--- src/pkg/isr_map.svh ---
`ifndef ISR_MAP_SVH
`define ISR_MAP_SVH

// used-bit masks, bit 15 never set
`define ISR_DEV_USED   16'h5FFE
`define ISR_QUES_USED  16'h4318
`define ISR_ESR_USED   8'hFD

// reset values of writable masks
`define ISR_PPE_RST    8'h00
`define ISR_ESE_RST    8'h00
`define ISR_ENAB_RST   16'h0000

// standard event bit positions
`define ISR_ESR_OPC    0
`define ISR_ESR_QRY    2
`define ISR_ESR_DDE    3
`define ISR_ESR_EXE    4
`define ISR_ESR_CME    5
`define ISR_ESR_URQ    6
`define ISR_ESR_PON    7

// status byte positions built here
`define ISR_STB_DEV    1
`define ISR_STB_QUES   3
`define ISR_STB_ESB    5

// error queue codes
`define ISR_ERR_DEV    16'hFED4
`define ISR_ERR_EXE    16'hFF38
`define ISR_ERR_CMD    16'hFF9C

`endif

--- src/pkg/isr_pkg.sv ---
package isr_pkg;

  typedef enum logic [3:0] {
    ISR_IST_Q      = 4'h0,
    ISR_PRE        = 4'h1,
    ISR_PRE_Q      = 4'h2,
    ISR_ESE        = 4'h3,
    ISR_ESE_Q      = 4'h4,
    ISR_ESR_Q      = 4'h5,
    ISR_OPC        = 4'h6,
    ISR_DEV_COND_Q = 4'h7,
    ISR_DEV_EVT_Q  = 4'h8,
    ISR_DEV_ENAB   = 4'h9,
    ISR_QUES_COND_Q = 4'hA,
    ISR_QUES_EVT_Q = 4'hB,
    ISR_QUES_ENAB  = 4'hC
  } isr_cmd_e;

  typedef enum logic [1:0] {
    RSP_IDLE = 2'b00,
    RSP_HOLD = 2'b01
  } isr_rsp_e;

  typedef logic [15:0] isr_word_t;
  typedef logic [7:0]  isr_byte_t;

endpackage : isr_pkg

--- src/pkg/isr_evt_if.sv ---
`timescale 1ns/1ps
interface isr_evt_if #(parameter int W = 16);
  logic [W-1:0] cond;
  logic [W-1:0] set;
  logic [W-1:0] enable;
  logic [W-1:0] evt;
  logic         rd_clr;
  logic         summary;

  modport owner (output cond, set, enable, rd_clr, input evt, summary);
  modport regs  (input cond, set, enable, rd_clr, output evt, summary);
endinterface : isr_evt_if

--- src/hdl/isr_evt_reg.sv ---
`timescale 1ns/1ps
module isr_evt_reg
  import isr_pkg::*;
#(
  parameter int           W    = 16,
  parameter logic [W-1:0] USED = '1
)(
  input  wire logic core_clk_i,
  input  wire logic rstn_i,
  isr_evt_if.regs   bus
);

  logic [W-1:0] cond_q;
  logic [W-1:0] rise;

  always_ff @(posedge core_clk_i or negedge rstn_i)
  begin
    if (!rstn_i)
      cond_q <= '0;
    else
      cond_q <= bus.cond;
  end

  assign rise = bus.cond & ~cond_q;

  // [RULE20] clear on read, set wins
  always_ff @(posedge core_clk_i or negedge rstn_i)
  begin
    if (!rstn_i)
      bus.evt <= '0;
    else
      bus.evt <= ((bus.rd_clr ? '0 : bus.evt) | rise | bus.set) & USED;
  end

  // [RULE21] and-or summary
  assign bus.summary = |(bus.evt & bus.enable & USED);

  property p_set_wins;
    @(posedge core_clk_i) disable iff (!rstn_i)
    (|(bus.set & USED)) |=> ((bus.evt & $past(bus.set & USED)) == $past(bus.set & USED));
  endproperty
  a_set_wins: assert property (p_set_wins) else $error("event set lost"); // [RULE20]

  property p_rd_clr;
    @(posedge core_clk_i) disable iff (!rstn_i)
    (bus.rd_clr && !(|((rise | bus.set) & USED))) |=> (bus.evt == '0);
  endproperty
  a_rd_clr: assert property (p_rd_clr) else $error("event not cleared by read"); // [RULE20]

  property p_unused;
    @(posedge core_clk_i) disable iff (!rstn_i)
    ##1 ((bus.evt & ~USED) == '0);
  endproperty
  a_unused: assert property (p_unused) else $error("unused event bit set"); // [RULE22]

endmodule : isr_evt_reg

--- src/hdl/isr_top.sv ---
// Function
// [RULE1] ist is or of stb and ppe
// [RULE2] ist on parallel poll and query
// [RULE3] ppe mask written and read back
// [RULE4] device condition and event parts readable
// [RULE5] sensor error bits 3,4,9,10
// [RULE6] connector side bits 5,6,11,12
// [RULE7] bit 14 key held and pressed
// [RULE8] bit 15 always zero
// [RULE9] questionable condition and event readable
// [RULE10] questionable bits 3,4,8 mirror summaries
// [RULE11] questionable bit 9 self-test failure
// [RULE12] ese written, ese and esr readable
// [RULE13] opc sets bit 0 when idle
// [RULE14] query error sets bit 2
// [RULE15] device error bit 3, code queued
// [RULE16] execution error bit 4, code queued; code not queued when a device error comes in the same cycle
// [RULE17] command error bit 5, code queued; code not queued when a device or execution error comes in the same cycle
// [RULE18] local key sets bit 6
// [RULE19] power on sets bit 7
// [RULE20] event read returns then clears
// [RULE21] summary is or of event and enable
// [RULE22] unused bits read zero always
`timescale 1ns/1ps
`include "isr_map.svh"
module isr_top
  import isr_pkg::*;
(
  input  wire logic        core_clk_i,
  input  wire logic        rstn_i,
  input  wire logic        cmd_valid_i,
  input  wire logic [3:0]  cmd_code_i,
  input  wire logic [15:0] cmd_data_i,
  input  wire logic        talk_i,
  output logic             rsp_valid_o,
  output logic [15:0]      rsp_data_o,
  input  wire logic        ppoll_i,
  output logic             ppoll_resp_o,
  output logic             ist_o,
  input  wire logic [7:0]  stb_ext_i,
  input  wire logic [3:0]  sens_conn_i,
  input  wire logic [3:0]  sens_err_i,
  input  wire logic [3:0]  sens_rear_i,
  input  wire logic        key_held_i,
  input  wire logic        qpow_sum_i,
  input  wire logic        qwin_sum_i,
  input  wire logic        qcal_sum_i,
  input  wire logic        post_fail_i,
  input  wire logic        warn_i,
  input  wire logic        exec_idle_i,
  input  wire logic        dev_err_i,
  input  wire logic        exe_err_i,
  input  wire logic        cmd_err_i,
  input  wire logic        local_key_i,
  output logic             dev_sum_o,
  output logic             ques_sum_o,
  output logic             esb_o,
  output logic             err_push_o,
  output logic [15:0]      err_code_o
);

  isr_evt_if #(.W(16)) dev_if ();
  isr_evt_if #(.W(16)) ques_if ();
  isr_evt_if #(.W(8))  esr_if ();

  isr_rsp_e  rsp_state;
  isr_byte_t ppe;
  isr_byte_t ese;
  isr_word_t dev_enab;
  isr_word_t ques_enab;
  isr_byte_t stb;
  isr_byte_t esr_set;
  isr_word_t next_rsp;
  logic      ist_now;
  logic      rsp_load;
  logic      cmd_bad;
  logic      dev_rd;
  logic      ques_rd;
  logic      esr_rd;
  logic      opc_wait;
  logic      opc_fire;
  logic      qry_err;
  logic      cme_now;
  logic      pon_pend;

  // [RULE8] bit 15 tied low
  // [RULE4] device condition part
  // [RULE5] sensor error bits
  // [RULE6] front or rear bits
  // [RULE7] key held bit
  assign dev_if.cond = {1'b0, key_held_i, 1'b0,
                        sens_rear_i[3], sens_rear_i[2],
                        sens_err_i[3], sens_err_i[2],
                        sens_conn_i[3], sens_conn_i[2],
                        sens_rear_i[1], sens_rear_i[0],
                        sens_err_i[1], sens_err_i[0],
                        sens_conn_i[1], sens_conn_i[0], 1'b0};
  assign dev_if.set    = '0;
  assign dev_if.enable = dev_enab;
  assign dev_if.rd_clr = dev_rd;

  // [RULE10] sub-register summaries
  // [RULE11] self-test failure bit
  assign ques_if.cond = {1'b0, warn_i, 4'h0, post_fail_i, qcal_sum_i,
                         3'h0, qwin_sum_i, qpow_sum_i, 3'h0};
  assign ques_if.set    = '0;
  assign ques_if.enable = ques_enab;
  assign ques_if.rd_clr = ques_rd;

  assign esr_if.cond   = '0;
  assign esr_if.set    = esr_set;
  assign esr_if.enable = ese;
  assign esr_if.rd_clr = esr_rd;

  isr_evt_reg #(.W(16), .USED(`ISR_DEV_USED)) u_dev (
    .core_clk_i (core_clk_i),
    .rstn_i     (rstn_i),
    .bus        (dev_if)
  );

  isr_evt_reg #(.W(16), .USED(`ISR_QUES_USED)) u_ques (
    .core_clk_i (core_clk_i),
    .rstn_i     (rstn_i),
    .bus        (ques_if)
  );

  isr_evt_reg #(.W(8), .USED(`ISR_ESR_USED)) u_esr (
    .core_clk_i (core_clk_i),
    .rstn_i     (rstn_i),
    .bus        (esr_if)
  );

  assign dev_sum_o  = dev_if.summary;
  assign ques_sum_o = ques_if.summary;
  assign esb_o      = esr_if.summary;

  // status byte assembly
  always_comb
  begin
    stb                = stb_ext_i;
    stb[0]             = 1'b0;
    stb[`ISR_STB_DEV]  = dev_if.summary;
    stb[`ISR_STB_QUES] = ques_if.summary;
    stb[`ISR_STB_ESB]  = esr_if.summary;
  end

  // [RULE1] and with ppe, bit 6 kept
  assign ist_now = |(stb & ppe);

  // command decode
  always_comb
  begin
    rsp_load = 1'b0;
    next_rsp = '0;
    cmd_bad  = 1'b0;
    dev_rd   = 1'b0;
    ques_rd  = 1'b0;
    esr_rd   = 1'b0;
    if (cmd_valid_i)
      case (cmd_code_i)
        // [RULE2] ist query
        ISR_IST_Q:
        begin
          rsp_load = 1'b1;
          next_rsp = {15'h0000, ist_now};
        end
        // [RULE3] ppe readback
        ISR_PRE_Q:
        begin
          rsp_load = 1'b1;
          next_rsp = {8'h00, ppe};
        end
        // [RULE12] ese and esr readback
        ISR_ESE_Q:
        begin
          rsp_load = 1'b1;
          next_rsp = {8'h00, ese};
        end
        ISR_ESR_Q:
        begin
          rsp_load = 1'b1;
          esr_rd   = 1'b1;
          next_rsp = {8'h00, esr_if.evt};
        end
        // [RULE22] condition masked to used bits
        ISR_DEV_COND_Q:
        begin
          rsp_load = 1'b1;
          next_rsp = dev_if.cond & `ISR_DEV_USED;
        end
        ISR_DEV_EVT_Q:
        begin
          rsp_load = 1'b1;
          dev_rd   = 1'b1;
          next_rsp = dev_if.evt;
        end
        // [RULE9] questionable parts
        ISR_QUES_COND_Q:
        begin
          rsp_load = 1'b1;
          next_rsp = ques_if.cond & `ISR_QUES_USED;
        end
        ISR_QUES_EVT_Q:
        begin
          rsp_load = 1'b1;
          ques_rd  = 1'b1;
          next_rsp = ques_if.evt;
        end
        ISR_PRE, ISR_ESE, ISR_OPC, ISR_DEV_ENAB, ISR_QUES_ENAB:
          rsp_load = 1'b0;
        default:
          cmd_bad = 1'b1;
      endcase
  end

  // [RULE3] ppe write
  always_ff @(posedge core_clk_i or negedge rstn_i)
  begin
    if (!rstn_i)
      ppe <= `ISR_PPE_RST;
    else if (cmd_valid_i && cmd_code_i == ISR_PRE)
      ppe <= cmd_data_i[7:0];
  end

  // [RULE12] ese write
  always_ff @(posedge core_clk_i or negedge rstn_i)
  begin
    if (!rstn_i)
      ese <= `ISR_ESE_RST;
    else if (cmd_valid_i && cmd_code_i == ISR_ESE)
      ese <= cmd_data_i[7:0] & `ISR_ESR_USED;
  end

  // enable masks of device and questionable
  always_ff @(posedge core_clk_i or negedge rstn_i)
  begin
    if (!rstn_i)
    begin
      dev_enab  <= `ISR_ENAB_RST;
      ques_enab <= `ISR_ENAB_RST;
    end
    else if (cmd_valid_i && cmd_code_i == ISR_DEV_ENAB)
      dev_enab <= cmd_data_i & `ISR_DEV_USED;
    else if (cmd_valid_i && cmd_code_i == ISR_QUES_ENAB)
      ques_enab <= cmd_data_i & `ISR_QUES_USED;
  end

  // response holding until collected
  always_ff @(posedge core_clk_i or negedge rstn_i)
  begin
    if (!rstn_i)
      rsp_state <= RSP_IDLE;
    else if (cmd_valid_i)
      rsp_state <= rsp_load ? RSP_HOLD : RSP_IDLE;
    else if (talk_i)
      rsp_state <= RSP_IDLE;
  end

  always_ff @(posedge core_clk_i or negedge rstn_i)
  begin
    if (!rstn_i)
      rsp_data_o <= '0;
    else if (rsp_load)
      rsp_data_o <= next_rsp;
  end

  assign rsp_valid_o = (rsp_state == RSP_HOLD);

  // [RULE2] parallel poll answer
  always_ff @(posedge core_clk_i or negedge rstn_i)
  begin
    if (!rstn_i)
    begin
      ist_o        <= 1'b0;
      ppoll_resp_o <= 1'b0;
    end
    else
    begin
      ist_o        <= ist_now;
      ppoll_resp_o <= ppoll_i;
    end
  end

  // [RULE13] opc waits for idle
  always_ff @(posedge core_clk_i or negedge rstn_i)
  begin
    if (!rstn_i)
      opc_wait <= 1'b0;
    else if (cmd_valid_i && cmd_code_i == ISR_OPC)
      opc_wait <= 1'b1;
    else if (exec_idle_i)
      opc_wait <= 1'b0;
  end

  assign opc_fire = opc_wait && exec_idle_i;

  // [RULE19] power on pending
  always_ff @(posedge core_clk_i or negedge rstn_i)
  begin
    if (!rstn_i)
      pon_pend <= 1'b1;
    else
      pon_pend <= 1'b0;
  end

  // [RULE14] read idle or command while held
  assign qry_err = (talk_i && rsp_state == RSP_IDLE) || (cmd_valid_i && rsp_state == RSP_HOLD);
  assign cme_now = cmd_err_i || cmd_bad;

  // [RULE15] [RULE16] [RULE17] [RULE18] event bits
  always_comb
  begin
    esr_set               = '0;
    esr_set[`ISR_ESR_OPC] = opc_fire;
    esr_set[`ISR_ESR_QRY] = qry_err;
    esr_set[`ISR_ESR_DDE] = dev_err_i;
    esr_set[`ISR_ESR_EXE] = exe_err_i;
    esr_set[`ISR_ESR_CME] = cme_now;
    esr_set[`ISR_ESR_URQ] = local_key_i;
    esr_set[`ISR_ESR_PON] = pon_pend;
  end

  // [RULE15] [RULE16] [RULE17] one error code queued per cycle, device over execution over command
  always_ff @(posedge core_clk_i or negedge rstn_i)
  begin
    if (!rstn_i)
    begin
      err_push_o <= 1'b0;
      err_code_o <= '0;
    end
    else
    begin
      err_push_o <= dev_err_i || exe_err_i || cme_now;
      if (dev_err_i)
        err_code_o <= `ISR_ERR_DEV;
      else if (exe_err_i)
        err_code_o <= `ISR_ERR_EXE;
      else if (cme_now)
        err_code_o <= `ISR_ERR_CMD;
    end
  end

  property p_ppoll;
    @(posedge core_clk_i) disable iff (!rstn_i)
    ppoll_i |=> (ppoll_resp_o && ist_o == $past(ist_now));
  endproperty
  a_ppoll: assert property (p_ppoll) else $error("parallel poll answer wrong"); // [RULE2]

  property p_ist_q;
    @(posedge core_clk_i) disable iff (!rstn_i)
    (cmd_valid_i && cmd_code_i == ISR_IST_Q) |=> (rsp_valid_o && rsp_data_o == {15'h0000, $past(|(stb & ppe))});
  endproperty
  a_ist_q: assert property (p_ist_q) else $error("ist query answer wrong"); // [RULE1]

  property p_pre;
    @(posedge core_clk_i) disable iff (!rstn_i)
    (cmd_valid_i && cmd_code_i == ISR_PRE) ##1 !cmd_valid_i ##1 (cmd_valid_i && cmd_code_i == ISR_PRE_Q)
      |=> (rsp_data_o[7:0] == $past(cmd_data_i[7:0], 3));
  endproperty
  a_pre: assert property (p_pre) else $error("ppe readback wrong"); // [RULE3]

  property p_bit15;
    @(posedge core_clk_i) disable iff (!rstn_i)
    ##1 (!rsp_data_o[15] && !dev_if.evt[15] && !ques_if.evt[15]);
  endproperty
  a_bit15: assert property (p_bit15) else $error("bit 15 set"); // [RULE8]

  property p_opc;
    @(posedge core_clk_i) disable iff (!rstn_i)
    (cmd_valid_i && cmd_code_i == ISR_OPC && !esr_rd) ##1 (exec_idle_i && !esr_rd)
      |=> esr_if.evt[`ISR_ESR_OPC];
  endproperty
  a_opc: assert property (p_opc) else $error("opc bit not set"); // [RULE13]

  property p_qerr;
    @(posedge core_clk_i) disable iff (!rstn_i)
    (talk_i && !rsp_valid_o) |=> esr_if.evt[`ISR_ESR_QRY];
  endproperty
  a_qerr: assert property (p_qerr) else $error("query error not flagged"); // [RULE14]

  property p_cme;
    @(posedge core_clk_i) disable iff (!rstn_i)
    (cmd_bad && !dev_err_i && !exe_err_i) |=> (err_push_o && err_code_o == `ISR_ERR_CMD && esr_if.evt[`ISR_ESR_CME]);
  endproperty
  a_cme: assert property (p_cme) else $error("command error not queued"); // [RULE17]

  property p_pon;
    @(posedge core_clk_i) disable iff (!rstn_i)
    pon_pend |=> (esr_if.evt[`ISR_ESR_PON] && !pon_pend);
  endproperty
  a_pon: assert property (p_pon) else $error("power on bit missing"); // [RULE19]

endmodule : isr_top

--- config.mk ---
export PLATFORM = sky130hd
export DESIGN_NAME = isr_top
export DESIGN_NICKNAME = d
export VERILOG_FILES = /design/src/pkg/isr_pkg.sv /design/src/pkg/isr_evt_if.sv /design/src/hdl/isr_evt_reg.sv /design/src/hdl/isr_top.sv
export VERILOG_INCLUDE_DIRS = /design/src /design/src/pkg
export SDC_FILE = /design/constraint.sdc
export NUM_CORES = 1
export LEC_CHECK = 0
export ABC_CLOCK_PERIOD_IN_PS = 2350
export BUFFER_PORTS_ARGS = -buffer_cell sky130_fd_sc_hd__buf_2
export CAP_MARGIN = 5
export CELL_PAD_IN_SITES_DETAIL_PLACEMENT = 1
export CELL_PAD_IN_SITES_GLOBAL_PLACEMENT = 1
export CORE_MARGIN = 2
export CORE_UTILIZATION = 27
export DETAILED_ROUTE_END_ITERATION = 6
export MAX_ROUTING_LAYER = met4
export PLACE_DENSITY_LB_ADDON = 0.1
export REMOVE_ABC_BUFFERS = 1
export SLEW_MARGIN = 5
export SYNTH_ARGS = -nofsm -noshare
export SYNTH_HDL_FRONTEND = slang
export SYNTH_SLANG_ARGS = --single-unit
--- constraint.sdc ---
create_clock -name core_clk_i -period 2.35 [get_ports core_clk_i]
set_input_delay 0.5875 -clock core_clk_i [delete_from_list [all_inputs] [get_ports core_clk_i]]
set_output_delay 0.5875 -clock core_clk_i [all_outputs]
set_load 0.01 [all_outputs]
; ---- After elaboration in Yosys (flattened, before gate mapping)
; Cells that the tools add are included.
[op_classes]
mux = 23
bitwise_logic = 12
eq_ne = 13
n_reduce_logical = 24
[ops]
columns = cell, n
row1 = case mux 15 bit (8 select lines), 1
row2 = two-way mux 16 bit, 4
row3 = AND 15 bit, 4
row4 = two-way mux 15 bit, 2
row5 = inverter 15 bit, 2
row6 = bitwise OR 15 bit, 2
row7 = OR reduction 13 bit, 2
row8 = equality test 4 bit (second input constant), 5
row9 = AND 8 bit, 2
row10 = equality test 4 x 3 -> 1 bit (second input constant), 4
row11 = OR reduction 8 bit, 2
row12 = two-way mux 1 bit, 13
row13 = equality test 4 x 2 -> 1 bit (second input constant), 2
row14 = logical AND 1 bit, 8
row15 = two-way mux 8 bit, 1
row16 = bitwise OR 8 bit, 1
row17 = OR reduction 7 bit, 1
row18 = OR reduction 5 bit, 1
row19 = equality test 4 x 1 -> 1 bit (second input constant), 1
row20 = logical NOT 4 bit, 1
row21 = logical OR 1 bit, 4
row22 = two-way mux 2 bit, 2
row23 = nonzero test 2 bit, 2
row24 = nonzero test 3 bit, 1
row25 = other kinds (4), 4
[word_totals]
word_cells = 89
reg_bits = 115
out_inout_bits = 39
input_bits = 56

; ---- Longest topological paths before layout
[depth]
ltp_word = 8
depth_mapped = 8
depth_no_buf = 5

; ---- Hierarchy
; A second synthesis with hierarchy kept.
[hier_totals]
cells_unflattened = 420
area_unflattened_um2 = 4939.7
[modules_own_cells]
columns = module, seq_area_each_um2, instances, cells_each, area_each_um2
row1 = isr_top, 1502.7, 1, 270, 3086.7
row2 = isr_evt_reg at u_dev, 650.6, 1, 79, 930.9
row3 = isr_evt_reg at u_esr, 350.3, 1, 35, 491.7
row4 = isr_evt_reg at u_ques, 250.2, 1, 36, 430.4

; ---- Worst setup path before layout
; No wires, ideal clock.
[synth_timing]
path_type = input to register
startpoint = in cmd_code_i[2]
endpoint = reg rsp_data_o[4]
slack_ps = 386
arrival_time_ps = 1839
stages = 6
path_buffers = 2
path_cell_list = buf_2 nor2b_1 buf_2 a22o_1 o21ai_2 mux2_2
[synth_between]
elab_chain_cells = 4
word_cells_on_any_way = 13
cone_classes = eq/ne: 7 / mux: 4 / reduce/logical: 2
[synth_lines]
columns = item, line_no
row1 = "start, declared", isr_top.sv:32  ; input wire logic [3:0] cmd_code_i,
row2 = "equality test 4 x 3 -> 1 bit, or another cell as far along", isr_top.sv:160  ; case (cmd_code_i)
row3 = OR reduction 8 bit (no line), n/a
row4 = two-way mux 1 bit, isr_top.sv:160
row5 = two-way mux 1 bit, isr_top.sv:159  ; if (cmd_valid_i)
row6 = "end signal, assigned", isr_top.sv:264  ; rsp_data_o <= next_rsp;
row7 = "end, declared", isr_top.sv:36  ; output logic [15:0] rsp_data_o,
; Several ways; a longest one is shown, not always the timed one.
; A chain may end at the register's enable or synchronous reset.

; ---- Worst setup path in the final report
[layout_timing]
startpoint = reg u_dev.bus.evt[11]
endpoint = out dev_sum_o
[layout_between]
elab_chain_cells = 2
[layout_lines]
columns = item, line_no
row1 = "start, declared", isr_evt_if.sv:11  ; modport regs (input cond, set, enable, rd_clr, output evt, summary);
row2 = "start signal, assigned", isr_evt_reg.sv:32  ; bus.evt <= ((bus.rd_clr ? '0 : bus.evt) | rise | bus.set) & USED;
row3 = AND 15 bit, isr_evt_reg.sv:36  ; assign bus.summary = |(bus.evt & bus.enable & USED);
row4 = OR reduction 13 bit, isr_evt_reg.sv:36
row5 = "end, declared", isr_top.sv:55  ; output logic dev_sum_o,
; Every way passes these cells.

==> out/qor.csv <==
stage;metric;value;unit
sta;final worst slack;0.0943;ns
sta;Setup violations, final;0;
place;Place WS;0.152;ns
synthesis;top cells by area, synth;dfrtp_1, mux2_2, o21ai_0, a22oi_1, nand2_1;
floorplanning;height of the chip;130;um
setup_path;worst path required time;1.76;ns
setup_path;Setup CP Type;reg2out;
layout;# diodes;0;
clocking;CTS buffer count;9;
setup_path;Arr. time, crit path;1.67;ns
synthesis;synthesized flop and latch total;101;
sta;final hold violation count;0;
power_and_ir_drop;VDD IR max;327;uV
route;drt drc;0;
synthesis;ys flop type;dfrtp_1;
setup_path;crit end category;output port;
clocking;clk slew on worst S/H paths;0.07;ns
place;DP Wirelength;9500;um
sta;RSZ-0062 raised after global routing;false;
floorplanning;Initial Util;27.3;%
synthesis;Cell variety after synth;39;
route;First DRT Iteration DRCs;145;
grt;first-pass GRT wire length;19900;um
floorplanning;# rows;46;
synthesis;most frequent cell after synthesis;dfrtp_1;
place;dpl cells;677;
route;routed vias;3170;
floorplanning;core area;0.0157;mm2
grt;antenna violations before repair;0;
synthesis;Synth top area share;58.3;%
grt;largest net degree at the start of global routing;41;
setup_path;RR Endpoint;rsp_data_o[0]$_DFFE_PN0P_;
place;global placement routability congestion;0.761;
layout;layout cell share with drive strength beyond 1;35.4;%
synthesis;Synth Warn #;0;
clocking;CTS Buffer Depth;2;
sta;Slew @ Worst Pin;0.644;ns
outcome;status;finished, final reports clean;
min_path;Worst Hold Class;in2async;
sta;min Tclk post-route;2.26;ns
clocking;CTS tree;yes;
floorplanning;Die X;130;um
clocking;clock root buffer;clkbuf_16;
grt;vias in the first global route;3416;
route;DRT Pass-1 Iters;4;
setup_path;CP bufs+invs;1;
power_and_ir_drop;power per cell area;800;mW/mm2
synthesis;number of synthesized flops with an enable pin;0;
setup_path;Slowest-stage cell, CP;dfrtp_1;
power_and_ir_drop;Lkg Pwr;2.51;nW
sta;Clock Skew;0.00759;ns
setup_path;crit-path max cell delay;0.41;ns
sta;final worst path period share;96.0;%
synthesis;Post-synth ARST share;100;%
setup_path;CP delay by family, top;flip-flops;
synthesis;top post-synthesis cells by count;dfrtp_1, nand2_1, mux2_2;
clocking;clock insertion delay at the later pin of the skew report;0.36;ns
floorplanning;die area;0.0169;mm2
sta;setup tns final;0;ns
route;Routed WL;12800;um
setup_path;Critical Path Start Type;flip-flop;
route;Routed WL per cell;18.4;um
synthesis;Mapped Avg Cell Area;11.4;um2
sta;fmax;443;MHz
sta;Rel. slew slack;57.1;%
clocking;H-tree Lvls;3;
setup_path;reg2reg start;u_esr.bus.evt[2]$_DFF_PN0_;
setup_path;cells traversed along the worst timing path;a222oi_1 -> and3_1 -> nand3_2 -> buf_2;
floorplanning;Top Ports;95;
clocking;post-CTS setup buffers;0;
setup_path;worst r2r path cells;5;
setup_path;Critical Path Fanout Max;3;
synthesis;Cell Area, Synth;0.00429;mm2
layout;Non-Filler Instances;693;
route;Routed Antenna Nets;0;
route;Vias/cell;4.57;
flow_run;total of max-cap violations;0;
synthesis;Mapped Cells;377;
grt;GRT overflow;0;
setup_path;r2r setup slk;0.27;ns
clocking;CTS sink cnt;101;
sta;fin. max-slew vios;0;
clocking;Post-CTS Hold Fix Bufs;0;
synthesis;register area share after synthesis;58.9;%
layout;area grow syn2layout;25.5;%
place;Port Buffer Count;84;
grt;total track usage;16.7;%
layout;final net count;528;
synthesis;largest area contributor in the synthesized netlist;dfrtp_1;
## sequential cells by signal, indices dropped and copies added, names as in the netlist, 7 cells and up
register,count
dev_enab,13
u_dev.bus.evt,13
ppe,8
u_dev.cond_q,13
rsp_data_o,14
u_esr.bus.evt,7
ese,7
## how the worst max path moves through the flow
stage	slack (ns)	to	startpoint	cells past startpoint
CTS	0.05	dev_sum_o	u_dev.bus.evt[11]$_DFF_PN0_	4
floorplan	0.26	rsp_data_o[4]$_DFFE_PN0P_	cmd_code_i[2]	4
detailed placement	0.15	rsp_data_o[4]$_DFFE_PN0P_	cmd_code_i[3]	5
global placement	0.16	rsp_data_o[4]$_DFFE_PN0P_	cmd_code_i[3]	5
global route	0.02	dev_sum_o	u_dev.bus.evt[9]$_DFF_PN0_	4
finish	0.09	dev_sum_o	u_dev.bus.evt[11]$_DFF_PN0_	4
## kinds of logic after synthesis
family	Yosys count	synth area share [%]
simple gates	87	9.15
compound gates	96	15.3
flops	101	58.9
buf+inv	51	5.86
mux	41	10.7
other cells	1	0.0874
## per-layer routing
metal	up-vias	routed length (um)	global-route usage (%)
li1	1495	-	-
met2	84	6010	25.7
met4	0	278	7.34
met3	14	463	2.38
met5	-	0	-
met1	1577	6030	22.2
## placed cells by master (no fill, tap or decap), drive strengths merged, types with 2 or more instances in the layout
cell type,instances
buf,109
dfrtp,100
nand2,41
mux2,38
o21ai,34
inv,22
a22oi,21
nor2,17
a22o,11
clkbuf,11
nand3,8
nor2b,7
a21oi,6
conb,5
and3,4
a21o,4
a222oi,3
o21bai,3
a32o,3
mux2i,3
o21a,2
or2,2
o22ai,2
a31oi,2
nand3b,2
clkinvlp,2
a221o,2
clkinv,2
## timing repair
| item | 4_1_cts | 5_1_grt |
|---|---|---|
| hold endpoints to repair | 0 | 0 |
| setup endpoints to repair | 0 | 1 |
| resized for setup | 0 | 1 |
## layout make-up
cell class / count / area [um2]
fillers: 1756 / 10300
flip-flops and latches: 101 / 2530
multi-input cells: 229 / 1530
repair buffers: 109 / 661
well taps: 216 / 270
clock buffers: 11 / 253
inverters: 22 / 82.6
clock inverters: 5 / 58.8
## report_power, final
group / leakage, nW / switching (mW) / internal [mW] / total (mW)
registers: 1.16 / 0.145 / 1.96 / 2.10
logic: 1.20 / 0.320 / 0.312 / 0.632
clock network: 0.148 / 0.689 / 0.885 / 1.57
## stage by stage
step	cell area, um2	hold WS (ns)	power, mW	utilization [%]
global route	5390	0.170	4.52	34.3
global placement	5070	0.401	2.76	32.3
CTS	5380	0.160	4.38	34.2
floorplan	4140	0.292	2.43	-
detailed placement	5070	0.417	2.78	32.3
finish	5390	0.149	4.31	34.3
(Power assumes the default switching activity.)
